`src/ppfb_pkg.sv`:
```
// Package with register map, field layouts and reset values of the port pin function block
package ppfb_pkg;
    // ****************************************
    // Register offsets (word index on the plain register port)
    // ****************************************
    localparam logic [3:0] ADDR_P2_DATA = 4'h0; // Port 2 output latch / pin read
    localparam logic [3:0] ADDR_P2_DIR = 4'h1; // Port 2 direction, 1 = input
    localparam logic [3:0] ADDR_P2_PU = 4'h2; // Port 2 pull-up enables
    localparam logic [3:0] ADDR_P2_ALT = 4'h3; // Port 2 control-mode select per bit
    localparam logic [3:0] ADDR_P3_DATA = 4'h4; // Port 3 latch / pin read
    localparam logic [3:0] ADDR_P3_DIR = 4'h5; // Port 3 direction, bit 0
    localparam logic [3:0] ADDR_P3_PU = 4'h6; // Port 3 pull-up, bit 0
    localparam logic [3:0] ADDR_P3_ALT = 4'h7; // Port 3 control-mode select, bit 0
    localparam logic [3:0] ADDR_P4_DATA = 4'h8; // Port 4 latch / pin read
    localparam logic [3:0] ADDR_P4_DIR = 4'h9; // Port 4 direction
    localparam logic [3:0] ADDR_P4_PU = 4'hA; // Port 4 pull-ups
    localparam logic [3:0] ADDR_IRQ_EDGE = 4'hB; // Edge select, [1:0] irq0, [3:2] irq1
    localparam logic [3:0] ADDR_IRQ_STAT = 4'hC; // Edge-detected flags, write 1 clears
    // ****************************************
    // Field positions and reset values
    // ****************************************
    localparam int P2_TMR_BIT = 0; // Lowest port 2 bit: count/capture input, timer8 out
    localparam int P2_CAP_BIT = 1; // Second port 2 bit: capture input, timer16 out, irq0
    localparam int P2_X2_BIT = 2; // Oscillator output pin
    localparam int P2_X1_BIT = 3; // Oscillator input pin
    localparam logic [7:0] DIR_RST = 8'hFF; // All pins inputs after reset
    localparam logic [7:0] ZERO_RST = 8'h00; // Latches, pull-ups and modes cleared
    // ****************************************
    // Edge select encodings
    // ****************************************
    localparam logic [1:0] EDGE_NONE = 2'h0;
    localparam logic [1:0] EDGE_RISE = 2'h1;
    localparam logic [1:0] EDGE_FALL = 2'h2;
    localparam logic [1:0] EDGE_BOTH = 2'h3;
endpackage

```
`src/ppfb_top.sv`:
```
// Port 2/3/4 pin function logic with alternate timer, interrupt and oscillator use
`timescale 1ns/10ps
`default_nettype none
module ppfb_top (
    input wire logic i_ref_clk,
    input wire logic i_rstn,
    input wire logic [3:0] i_addr,
    input wire logic [7:0] i_wdata,
    input wire logic i_wr,
    input wire logic i_rd,
    output logic [7:0] o_rdata,
    input wire logic i_opt_osc_en,
    input wire logic i_opt_rst_as_port,
    input wire logic [3:0] i_port2_pin,
    output logic [3:0] o_port2_out,
    output logic [3:0] o_port2_oe,
    output logic [3:0] o_port2_pu,
    output logic [3:0] o_port2_pd,
    input wire logic i_port3_bidir_pin,
    output logic o_port3_bidir_out,
    output logic o_port3_bidir_oe,
    output logic o_port3_bidir_pu,
    input wire logic i_port3_input_only_pin,
    output logic o_sys_reset_n,
    input wire logic [7:0] i_port4_pin,
    output logic [7:0] o_port4_out,
    output logic [7:0] o_port4_oe,
    output logic [7:0] o_port4_pu,
    input wire logic i_timer16_output,
    input wire logic i_timer8_output,
    output logic o_timer_count_in,
    output logic o_capture_a_trig,
    output logic o_capture_b_trig,
    output logic o_osc_input,
    output logic o_osc_enable,
    output logic o_ext_irq0,
    output logic o_ext_irq1
);
    // ****************************************
    // Register state
    // ****************************************
    logic [3:0] p2_latch_r; // Port 2 output latch
    logic [3:0] p2_dir_r; // Port 2 direction, 1 = input
    logic [3:0] p2_pu_r; // Port 2 pull-up enables
    logic [3:0] p2_alt_r; // Port 2 control-mode bits
    logic p3_latch_r; // Port 3 bidir latch
    logic p3_dir_r; // Port 3 bidir direction
    logic p3_pu_r; // Port 3 bidir pull-up
    logic p3_alt_r; // Port 3 bidir control mode
    logic [7:0] p4_latch_r; // Port 4 output latch
    logic [7:0] p4_dir_r; // Port 4 direction
    logic [7:0] p4_pu_r; // Port 4 pull-ups
    logic [3:0] edge_sel_r; // Edge select for both interrupt inputs
    logic [1:0] irq_stat_r; // Sticky edge flags
    logic [1:0] irq_prev_r; // Previous sampled interrupt pin levels
    logic [7:0] rdata_r; // Read data register
    logic irq0_r; // Registered irq0 pulse
    logic irq1_r; // Registered irq1 pulse
    logic [3:0] p2_pd_r; // Reset pull-down state

    // ****************************************
    // Decode
    // ****************************************
    // Write strobe for one offset
    function automatic logic wr_hit(input logic wr, input logic [3:0] a, input logic [3:0] o);
        wr_hit = wr && (a == o);
    endfunction

    // Edge detector under the selected mode
    function automatic logic edge_hit(input logic [1:0] sel, input logic prev, input logic cur);
        case (sel)
            ppfb_pkg::EDGE_RISE: edge_hit = !prev && cur;
            ppfb_pkg::EDGE_FALL: edge_hit = prev && !cur;
            ppfb_pkg::EDGE_BOTH: edge_hit = prev != cur;
            default: edge_hit = 1'b0;
        endcase
    endfunction

    wire osc_mode = i_opt_osc_en; // Upper port 2 pins belong to oscillator
    wire [3:0] osc_mask = osc_mode ? 4'hC : 4'h0; // Pins taken by the oscillator
    wire irq0_src = i_port2_pin[ppfb_pkg::P2_CAP_BIT] & p2_alt_r[ppfb_pkg::P2_CAP_BIT];
    wire irq1_src = i_port3_bidir_pin & p3_alt_r;
    wire [1:0] irq_src = {irq1_src, irq0_src};
    wire [1:0] irq_edge;
    wire [3:0] p2_read; // Latch for outputs, pin for inputs
    wire p3_read;
    wire [7:0] p4_read;
    wire p34_port_ok = i_opt_rst_as_port;

    assign irq_edge[0] = edge_hit(edge_sel_r[1:0], irq_prev_r[0], irq_src[0]);
    assign irq_edge[1] = edge_hit(edge_sel_r[3:2], irq_prev_r[1], irq_src[1]);
    assign p2_read = (p2_dir_r & i_port2_pin) | (~p2_dir_r & p2_latch_r);
    assign p3_read = p3_dir_r ? i_port3_bidir_pin : p3_latch_r;
    assign p4_read = (p4_dir_r & i_port4_pin) | (~p4_dir_r & p4_latch_r);

    // Read multiplexer, unmapped offsets read zero
    logic [7:0] rdata_nxt;
    always_comb begin
        rdata_nxt = 8'h00;
        case (i_addr)
            ppfb_pkg::ADDR_P2_DATA: rdata_nxt = {4'h0, p2_read & ~osc_mask};
            ppfb_pkg::ADDR_P2_DIR: rdata_nxt = {4'h0, p2_dir_r};
            ppfb_pkg::ADDR_P2_PU: rdata_nxt = {4'h0, p2_pu_r};
            ppfb_pkg::ADDR_P2_ALT: rdata_nxt = {4'h0, p2_alt_r};
            // Bit 1 shows the input-only pin once the option frees it
            ppfb_pkg::ADDR_P3_DATA: rdata_nxt = {6'h00, i_port3_input_only_pin & p34_port_ok,
                                                 p3_read};
            ppfb_pkg::ADDR_P3_DIR: rdata_nxt = {7'h00, p3_dir_r};
            ppfb_pkg::ADDR_P3_PU: rdata_nxt = {7'h00, p3_pu_r};
            ppfb_pkg::ADDR_P3_ALT: rdata_nxt = {7'h00, p3_alt_r};
            ppfb_pkg::ADDR_P4_DATA: rdata_nxt = p4_read;
            ppfb_pkg::ADDR_P4_DIR: rdata_nxt = p4_dir_r;
            ppfb_pkg::ADDR_P4_PU: rdata_nxt = p4_pu_r;
            ppfb_pkg::ADDR_IRQ_EDGE: rdata_nxt = {4'h0, edge_sel_r};
            ppfb_pkg::ADDR_IRQ_STAT: rdata_nxt = {6'h00, irq_stat_r};
            default: rdata_nxt = 8'h00;
        endcase
    end

    // ****************************************
    // Port registers
    // ****************************************
    // Software writes; every pin comes up as an input
    always_ff @(posedge i_ref_clk or negedge i_rstn) begin
        if (!i_rstn) begin
            p2_latch_r <= 4'h0;
            p2_dir_r <= ppfb_pkg::DIR_RST[3:0];
            p2_pu_r <= 4'h0;
            p2_alt_r <= 4'h0;
            p3_latch_r <= 1'b0;
            p3_dir_r <= 1'b1;
            p3_pu_r <= 1'b0;
            p3_alt_r <= 1'b0;
            p4_latch_r <= ppfb_pkg::ZERO_RST;
            p4_dir_r <= ppfb_pkg::DIR_RST;
            p4_pu_r <= ppfb_pkg::ZERO_RST;
            edge_sel_r <= 4'h0;
        end else begin
            if (wr_hit(i_wr, i_addr, ppfb_pkg::ADDR_P2_DATA)) p2_latch_r <= i_wdata[3:0];
            if (wr_hit(i_wr, i_addr, ppfb_pkg::ADDR_P2_DIR)) p2_dir_r <= i_wdata[3:0];
            if (wr_hit(i_wr, i_addr, ppfb_pkg::ADDR_P2_PU)) p2_pu_r <= i_wdata[3:0];
            if (wr_hit(i_wr, i_addr, ppfb_pkg::ADDR_P2_ALT)) p2_alt_r <= i_wdata[3:0];
            if (wr_hit(i_wr, i_addr, ppfb_pkg::ADDR_P3_DATA)) p3_latch_r <= i_wdata[0];
            if (wr_hit(i_wr, i_addr, ppfb_pkg::ADDR_P3_DIR)) p3_dir_r <= i_wdata[0];
            if (wr_hit(i_wr, i_addr, ppfb_pkg::ADDR_P3_PU)) p3_pu_r <= i_wdata[0];
            if (wr_hit(i_wr, i_addr, ppfb_pkg::ADDR_P3_ALT)) p3_alt_r <= i_wdata[0];
            if (wr_hit(i_wr, i_addr, ppfb_pkg::ADDR_P4_DATA)) p4_latch_r <= i_wdata;
            if (wr_hit(i_wr, i_addr, ppfb_pkg::ADDR_P4_DIR)) p4_dir_r <= i_wdata;
            if (wr_hit(i_wr, i_addr, ppfb_pkg::ADDR_P4_PU)) p4_pu_r <= i_wdata;
            if (wr_hit(i_wr, i_addr, ppfb_pkg::ADDR_IRQ_EDGE)) edge_sel_r <= i_wdata[3:0];
        end
    end

    // ****************************************
    // Interrupt edges and read data
    // ****************************************
    // Edge flags: a new edge wins over a same-cycle clear
    logic [1:0] irq_stat_nxt;
    assign irq_stat_nxt = (irq_stat_r
                           & ~({2{wr_hit(i_wr, i_addr, ppfb_pkg::ADDR_IRQ_STAT)}} & i_wdata[1:0]))
                          | irq_edge;

    always_ff @(posedge i_ref_clk or negedge i_rstn) begin
        if (!i_rstn) begin
            irq_prev_r <= 2'h0;
            irq_stat_r <= 2'h0;
            irq0_r <= 1'b0;
            irq1_r <= 1'b0;
            rdata_r <= 8'h00;
        end else begin
            irq_prev_r <= irq_src;
            irq_stat_r <= irq_stat_nxt;
            irq0_r <= irq_edge[0];
            irq1_r <= irq_edge[1];
            rdata_r <= i_rd ? rdata_nxt : 8'h00;
        end
    end

    // Reset pull-down flag: high in reset, cleared on first edge after
    always_ff @(posedge i_ref_clk or negedge i_rstn) begin
        if (!i_rstn) begin
            p2_pd_r <= 4'hC;
        end else begin
            p2_pd_r <= 4'h0;
        end
    end

    // ****************************************
    // Pin drivers
    // ****************************************
    // Control mode on the two low bits picks the timer outputs
    wire [3:0] p2_alt_val = {2'h0, i_timer16_output, i_timer8_output};
    wire [3:0] p2_val = (p2_alt_r & p2_alt_val) | (~p2_alt_r & p2_latch_r);
    assign o_port2_out = p2_val & ~osc_mask;
    assign o_port2_oe = ~p2_dir_r & ~osc_mask & ~p2_pd_r;
    assign o_port2_pu = p2_pu_r & ~osc_mask & ~p2_pd_r & p2_dir_r;
    assign o_port2_pd = (!i_rstn) ? 4'hC : p2_pd_r;
    assign o_port3_bidir_out = p3_latch_r;
    assign o_port3_bidir_oe = ~p3_dir_r & ~p3_alt_r;
    assign o_port3_bidir_pu = p3_pu_r & p3_dir_r;
    assign o_sys_reset_n = p34_port_ok ? 1'b1 : i_port3_input_only_pin;
    assign o_port4_out = p4_latch_r;
    assign o_port4_oe = ~p4_dir_r;
    assign o_port4_pu = p4_pu_r & p4_dir_r;
    // Timer inputs from the two low port 2 pins in control mode
    assign o_timer_count_in = i_port2_pin[0] & p2_alt_r[0] & p2_dir_r[0];
    assign o_capture_b_trig = i_port2_pin[0] & p2_alt_r[0] & p2_dir_r[0];
    assign o_capture_a_trig = (i_port2_pin[0] & p2_alt_r[0] & p2_dir_r[0])
                              | (i_port2_pin[1] & p2_alt_r[1] & p2_dir_r[1]);
    assign o_osc_input = i_port2_pin[ppfb_pkg::P2_X1_BIT] & osc_mode;
    assign o_osc_enable = osc_mode;
    assign o_ext_irq0 = irq0_r;
    assign o_ext_irq1 = irq1_r;
    assign o_rdata = rdata_r;
endmodule
`default_nettype wire

```
`config.mk`:
```
export PLATFORM = sky130hd
export DESIGN_NAME = ppfb_top
export DESIGN_NICKNAME = d
export VERILOG_FILES = /design/src/ppfb_pkg.sv /design/src/ppfb_top.sv
export SDC_FILE = /design/constraint.sdc
export NUM_CORES = 1
export LEC_CHECK = 0
export BUFFER_PORTS_ARGS = -buffer_cell sky130_fd_sc_hd__buf_2
export CORE_MARGIN = 1
export CORE_UTILIZATION = 50
export CTS_BUF_LIST = sky130_fd_sc_hd__clkbuf_8
export CTS_CLUSTER_SIZE = 20
export DETAILED_ROUTE_END_ITERATION = 10
export PLACE_DENSITY = 0.86
export SLEW_MARGIN = 20
export SYNTH_ARGS = -nofsm -noshare
export SYNTH_HDL_FRONTEND = slang
export SYNTH_SLANG_ARGS = --single-unit
```
`constraint.sdc`:
```
create_clock -name i_ref_clk -period 2.16 [get_ports i_ref_clk]
set_input_delay 0.108 -clock i_ref_clk [delete_from_list [all_inputs] [get_ports i_ref_clk]]
set_output_delay 0.108 -clock i_ref_clk [all_outputs]
set_load 0.01 [all_outputs]
```
==> results.yml, run 1 <==
run_status:
  outcome: "complete, but fails checks"
  failed_checks: "design-rule violations"
route:
  detail-route-antenna-nets: 0
  avgRoutedWirePerCell_um: 17.5
  firstDrtPassIters: 7
  drcViolationCount: 11
  iteration_0_drc_markers: 217
  routed-via-count: 2649
  detail_route.vias_per_cell: 5.67
  wirelength_um: 8170
critical_path:
  path_class: "reg2reg"
  worstPathArrival_ns: 1.79
  critical_path.endpoint_type: "flip-flop"
  startpoint: "p4_dir_r[0]"
  reg2reg_slack_ns: 0.55
  crit-reg2reg-launch: "p4_dir_r[0]"
  crit_required_ns: 2.34
  setup.worst_path.end: "o_rdata[0]"
  startpoint_type: "flip-flop"
  critPathMaxFanout: 5
  regToRegEndpoint: "o_rdata[0]"
  ff2ff_path_depth: 3
clock_network:
  tritoncts: "built"
  clk-insertion-delay-late_ns: 0.34
  htree_num_levels: 3
  clock_sink_count: 63
  ctsRootBufferMaster: "clkbuf_8"
  clk_path_buf_depth: 2
  cts-buffers-inserted: 9
  cts.clk_slew.worst_paths_ns: 0.07
global_routing:
  global_route.overflow_total: 0
  grt_antenna_before_repair: 0
  global_route_wire_length_before_repair_um: 13100
  grt_pass1_vias: 2576
  groute.usage.overall_pct: 24.5
  maximum_number_of_pins_on_one_net_before_global_route_repair: 28
timing:
  fin_setup_tns_ns: 0
  finalWorstPathRequiredPeriod_ns: 1.61
  worst-slew-pin-transition_ns: 0.674
  max-slew-margin-rel_pct: 54.7
  hold_violations: 0
  clock-skew-final_ns: 0.00468
  fmaxAchievable_ghz: 0.622
  rsz0062_at_grt: "no"
  setup_viol_count_final: 0
  min_period_over_period_pct: 74.4
  maxSlewViolCount: 0
place:
  weighted_congestion_at_the_end_of_routability_driven_global_placement: 0.914
  dp_hpwl_um: 5910
  buffer_ports.inserted: 90
cells_and_area:
  final_layout_size_suffix_gt1_share_pct: 47.9
  num_antenna_cells: 0
  fillers: 534
  area_delta_synth_final_pct: 19.3
  num-nets-final: 423
synth:
  synth_cells: 297
  yosysTopAreaCellShare_pct: 36.2
  postSynthRegisterBits: 63
  post_synth.cell_area_avg_um2: 11.4
  netlist_top_cells_area: "dfrtp_1 (36%), mux2_2 (18%), dfstp_2 (11%), and2_1 (2.6%), nand2_1 (2.1%)"
  yosysSeqAreaShare_pct: 47.0
  synth-edff-count: 0
  syn-cell-area_mm2: 0.00339
  synth_common_cells: "mux2_2 (54), dfrtp_1 (49), nand2_1 (19), inv_1 (16)"
  netlist.top_cell.by_area: "dfrtp_1"
  most_repeated_cell_in_the_gate_level_netlist_after_synthesis: "mux2_2"
  most_common_flop_cell_mapped_by_yosys: "dfrtp_1"
  ys_warn_count: 0
  synth_async_sr_flop_share_pct: 100
  yosys.cell_types.count: 52
floorplanning:
  core-area_mm2: 0.00646
  initial_core_util_pct: 52.5
  die_area_mm2: 0.00711
  placement_rows: 29
  chipWidth_um: 84.3
  floorplan.io_pins: 93
  die_h_um: 84.3
worst_hold_path:
  hold_class: "in2reg"
  min_path_cells: 2
pwr:
  report.power.total_uw: 3620
  power.static_leakage_uw: 0.00196
  irDropWorstVdd_mv: 0.608
  power.density_cell_area_mw_per_mm2: 894
run:
  maxCapViolations: 0
[kinds of logic (layout without fill, tap and decap cells)]
group / count (synthesis) / after routing / synth area share [%]
AND/OR/NAND/NOR: 90 / 90 / 16.2
multiplexers: 63 / 63 / 21.4
flip-flops: 63 / 63 / 47.0
AO/OA/AOI/OAI: 41 / 41 / 8.16
buffers and inverters: 35 / 126 / 5.61
adder cells (fa/ha/maj): 4 / 4 / 1.48
other: 1 / 3 / 0.111
[worst max-delay path: stages (launching register included)]
cell and delay [ns]:
dfstp_2 0.57, mux2_2 0.35, a2111oi_2 0.38, o32ai_1 0.16
[placed cells by master, fill, tap and decap left out, types with 6 or more instances in the layout]
master     n
and2_1    14
nand2_1   19
nor2_1     8
a21oi_1    9
a21o_1     6
buf_2     90
o21ai_0    8
nand2b_1   6
nand3b_1   6
inv_1     16
clkbuf_8  10
dfrtp_1   49
nor2b_1    6
mux2i_1    7
dfstp_2   14
mux2_2    54
[where the power goes]
part | internal [uW] | switching, uW | leakage, uW
logic | 470 | 430 | 0.00110
registers | 1470 | 222 | 0.000758
clock network | 557 | 463 | 0.0000981
[state kept, by name (all words and copies together), names as in the netlist]
| register | count |
|---|---|
| p2_alt_r | 4 |
| p2_pd_r | 1 |
| edge_sel_r | 4 |
| irq_prev_r | 2 |
| irq_stat_r | 2 |
| p2_latch_r | 4 |
| p2_pu_r | 4 |
| p3_alt_r | 1 |
| p4_dir_r | 8 |
| p2_dir_r | 4 |
| o_port3_bidir_out | 1 |
| p3_dir_r | 1 |
| o_ext_irq0 | 1 |
| o_rdata | 8 |
| p4_pu_r | 8 |
| o_ext_irq1 | 1 |
| o_port4_out | 8 |
| p3_pu_r | 1 |
[routing by layer]
metal  up-vias  global-route usage [%]  wire length (um)
li1       1221                       -                 -
met1      1291                    32.9              3410
met2       113                    37.3              4030
met3        24                    6.00               493
met4         0                    12.8               245
met5         -                       0                 0
[what timing repair did]
| item | in CTS | in global routing |
|---|---|---|
| gates resized for setup | 0 | 0 |
| hold endpoints to repair | 14 | 0 |
| buffers inserted | 0 | 0 |
| hold buffers | 1 | 0 |
[metrics by stage]
step | instance area, um2 | setup WS (ns) | util (%) | hold WS (ns) | instances
final | 4040 | 0.553 | 62.6 | 0.0287 | 467
after global routing | 4040 | 0.474 | 62.6 | 0.0297 | 467
after CTS | 4040 | 0.550 | 62.6 | 0.0173 | 467
after detailed placement | 3840 | 0.539 | 59.4 | 0.0940 | 450
after global placement | 3840 | 0.621 | 59.4 | 0.0830 | 450
after floorplan | 3400 | 0.695 | - | -0.188 | 299
[how the worst min path moves through the flow]
| stage | end | slack (ns) | from |
|---|---|---|---|
| finish | p4_pu_r[6] | 0.03 | i_wdata[6] |
| global route | p4_pu_r[6] | 0.03 | i_wdata[6] |
| CTS | p4_pu_r[6] | 0.02 | i_wdata[6] |
| detailed placement | o_port4_out[5] | 0.09 | i_rstn |
| global placement | o_port4_out[0] | 0.08 | i_rstn |
| floorplan | edge_sel_r[0] | -0.19 | i_rstn |
[area by class of cell]
type | count | area (um2) | area share, %
timing repair buffer | 94 | 483 | 11.9
inverter | 16 | 60.1 | 1.49
clock buffer | 10 | 138 | 3.40
tap | 77 | 96.3 | 2.38
clock inverter | 6 | 60.1 | 1.49
multi-input combinational | 201 | 1610 | 39.9
sequential | 63 | 1590 | 39.4
Note: power is estimated with default switching activity, not from simulation.
==> run 2: changes to the inputs <==
--- a/config.mk
+++ b/config.mk
@@ -7,11 +7,11 @@
 export LEC_CHECK = 0
 export BUFFER_PORTS_ARGS = -buffer_cell sky130_fd_sc_hd__buf_2
 export CORE_MARGIN = 1
-export CORE_UTILIZATION = 50
+export CORE_UTILIZATION = 49
 export CTS_BUF_LIST = sky130_fd_sc_hd__clkbuf_8
 export CTS_CLUSTER_SIZE = 20
 export DETAILED_ROUTE_END_ITERATION = 10
-export PLACE_DENSITY = 0.86
+export PLACE_DENSITY = 0.87
 export SLEW_MARGIN = 20
 export SYNTH_ARGS = -nofsm -noshare
 export SYNTH_HDL_FRONTEND = slang
==> constraint.sdc (replaced) <==
create_clock -name i_ref_clk -period 1.42 [get_ports i_ref_clk]
set_input_delay 0.071 -clock i_ref_clk [delete_from_list [all_inputs] [get_ports i_ref_clk]]
set_output_delay 0.071 -clock i_ref_clk [all_outputs]
set_load 0.01 [all_outputs]
==> run 2 against run 1 <==
Sequential share of layout area decreased by 2.2 points; the run ends with negative setup slack left; setup slack got worse by 0.63 ns; total power increased by 51%; clock skew increased by 0.0040 ns; sequential power increased by 51%; global-route usage increased by 1.3 points; fmax increased by 7.1%; worst hold slack got worse by 0.023 ns; non-clock buffer count increased by 25.
==> results.yml, run 2 (synthesized netlist as in run 1, its figures left out) <==
cells_and_area:
  layout.cells.most_common_list: "buf_2 (89), mux2_2 (53), dfrtp_1 (49), buf_4 (22), inv_1 (18)"
  multi_input_gate_area_in_the_final_layout_mm2: 0.00166
  mostFrequentLayoutCell: "buf_2"
  fillers: 498
  area_delta_synth_final_pct: 26.3
  finalNonFillerCells: 492
  num-nets-final: 448
  final_layout_size_suffix_gt1_share_pct: 51.1
  final_core_utilization_pct: 65.9
  ff_latch_area_mm2: 0.00159
  num_antenna_cells: 0
  stdcell_area_mm2: 0.00428
global_routing:
  groute.layer.met3.usage_pct: 4.67
  global_route.overflow_total: 0
  groute.usage.overall_pct: 25.8
  busiest_layer: "met2"
  grt_antenna_before_repair: 0
  global_route.usage.met2_pct: 43.0
  grt_pass1_vias: 2843
  maximum_number_of_pins_on_one_net_before_global_route_repair: 61
  met1_usage_pct: 32.8
  global_route_wire_length_before_repair_um: 14300
timing:
  worst-slew-pin-transition_ns: 0.653
  max-slew-margin-rel_pct: 56.2
  hold_violations: 0
  fmaxAchievable_ghz: 0.667
  clock-skew-final_ns: 0.00871
  finalWorstPathRequiredPeriod_ns: 1.50
  maxSlewViolCount: 0
  rsz0062_at_grt: "yes"
  setup_ws_ns: -0.0801
  min_period_over_period_pct: 106
  setup_viol_count_final: 4
critical_path:
  crit_slowest_cell: "dfstp_2"
  critical_path.endpoint_type: "flip-flop"
  path_class: "reg2reg"
  cp_slowest_stage_delay_ns: 0.57
  startpoint_type: "flip-flop"
  crit-reg2reg-launch: "p2_dir_r[2]"
  series_of_cell_instances_along_the_critical_path: "nor2b_4 > a221oi_1 > or4_1 > a31oi_1"
  path_buf_inv: 0
  crit_family: "flip-flops"
  worstPathArrival_ns: 1.76
  critPathMaxFanout: 5
  crit_required_ns: 1.68
  startpoint: "p2_dir_r[2]"
floorplanning:
  chipWidth_um: 85.2
  initial_core_util_pct: 52.2
  core-area_mm2: 0.00649
  die_area_mm2: 0.00725
  die_h_um: 85.2
  floorplan.io_pins: 93
  placement_rows: 29
place:
  buffer_ports.inserted: 90
  placed_cells: 467
  place_area_mm2: 0.00398
  placement.setup.worst_slack_ns: -0.0655
  weighted_congestion_at_the_end_of_routability_driven_global_placement: 0.909
  dp_hpwl_um: 6230
route:
  detail-route-antenna-nets: 0
  firstDrtPassIters: 4
  drcViolationCount: 0
  wirelength_um: 8730
  iteration_0_drc_markers: 197
  detail_route.vias_per_cell: 5.71
  routed-via-count: 2808
  avgRoutedWirePerCell_um: 17.7
clock_network:
  tritoncts: "built"
  cts-buffers-inserted: 9
  clk_path_buf_depth: 2
  clk-insertion-delay-late_ns: 0.35
  htree_num_levels: 3
  clock_sink_count: 63
  cts.clk_slew.worst_paths_ns: 0.07
  ctsRootBufferMaster: "clkbuf_8"
run:
  maxCapViolations: 0
pwr:
  power.density_cell_area_mw_per_mm2: 1280
  irDropWorstVdd_mv: 0.651
  report.power.total_uw: 5480
  power.static_leakage_uw: 0.00209
worst_hold_path:
  startpoint_of_the_tightest_hold_check_path: "i_port2_pin[1]"
  hold_class: "in2reg"
run_status:
  outcome: "complete, but fails checks"
  failed_checks: "negative setup slack"
## run 2: cell types whose count changed in the layout (fill, tap and decap cells not counted), sizes merged
cell         change
bufinv           -1
inv              +2
buf             +20
dlygate4sd3      +5
clkinvlp         -1
## run 2: worst register-to-register path: cells and delay by family (launching register included)
| kind | cells | cell delay, ns |
|---|---|---|
| compound gates | 2 | 0.27 |
| simple gates | 2 | 0.57 |
| flops | 1 | 0.57 |
## run 2: report_power, final
group          switching (uW)  total (uW)  leakage [uW]  internal [uW]
logic                     726        1570       0.00124            841
clock network             682        1340     0.0000944            658
registers                 329        2570      0.000758           2240
## run 2: metrics by stage
stage               TNS (ns)  hold slack (ns)
global placement     -0.0187          -0.0981
global route          -0.395           0.0324
detailed placement    -0.170          -0.0980
floorplan                  0           -0.225
finish                -0.205          0.00622
CTS                   -0.144           0.0185
## run 2: final timing paths
kind                                       to  slack [ns]  cells past startpoint
worst max-delay path               o_rdata[2]       -0.08                      4
worst min-delay path            irq_prev_r[0]       0.006                      3
worst max register to register     o_rdata[2]       -0.08                      4
worst min register to register  irq_stat_r[0]        0.49                      1
max in group asynchronous         p2_dir_r[0]        0.76                      3
min in group asynchronous       p2_latch_r[2]        0.08                      2
## run 2: layer usage
layer	share of wire (%)	wire, um
met1	42	3680
met4	2.1	183
met2	50	4350
met5	0	0
met3	5.8	503
## run 2: final cells by class
cell class | count | area share, %
well taps | 77 | 2.25
clock inverters | 6 | 0.701
multi-input cells | 201 | 38.8
repair buffers | 119 | 16.4
flip-flops and latches | 63 | 37.2
inverters | 16 | 1.40
clock buffers | 10 | 3.21
## run 2: what timing repair did
action / CTS / global route
endpoints found under the hold margin: 64 / 0
pin swaps: 1 / 2
buffers inserted: 3 / 1
setup endpoints to repair: 5 / 6
gates resized for setup: 10 / 5
hold buffers: 6 / 0
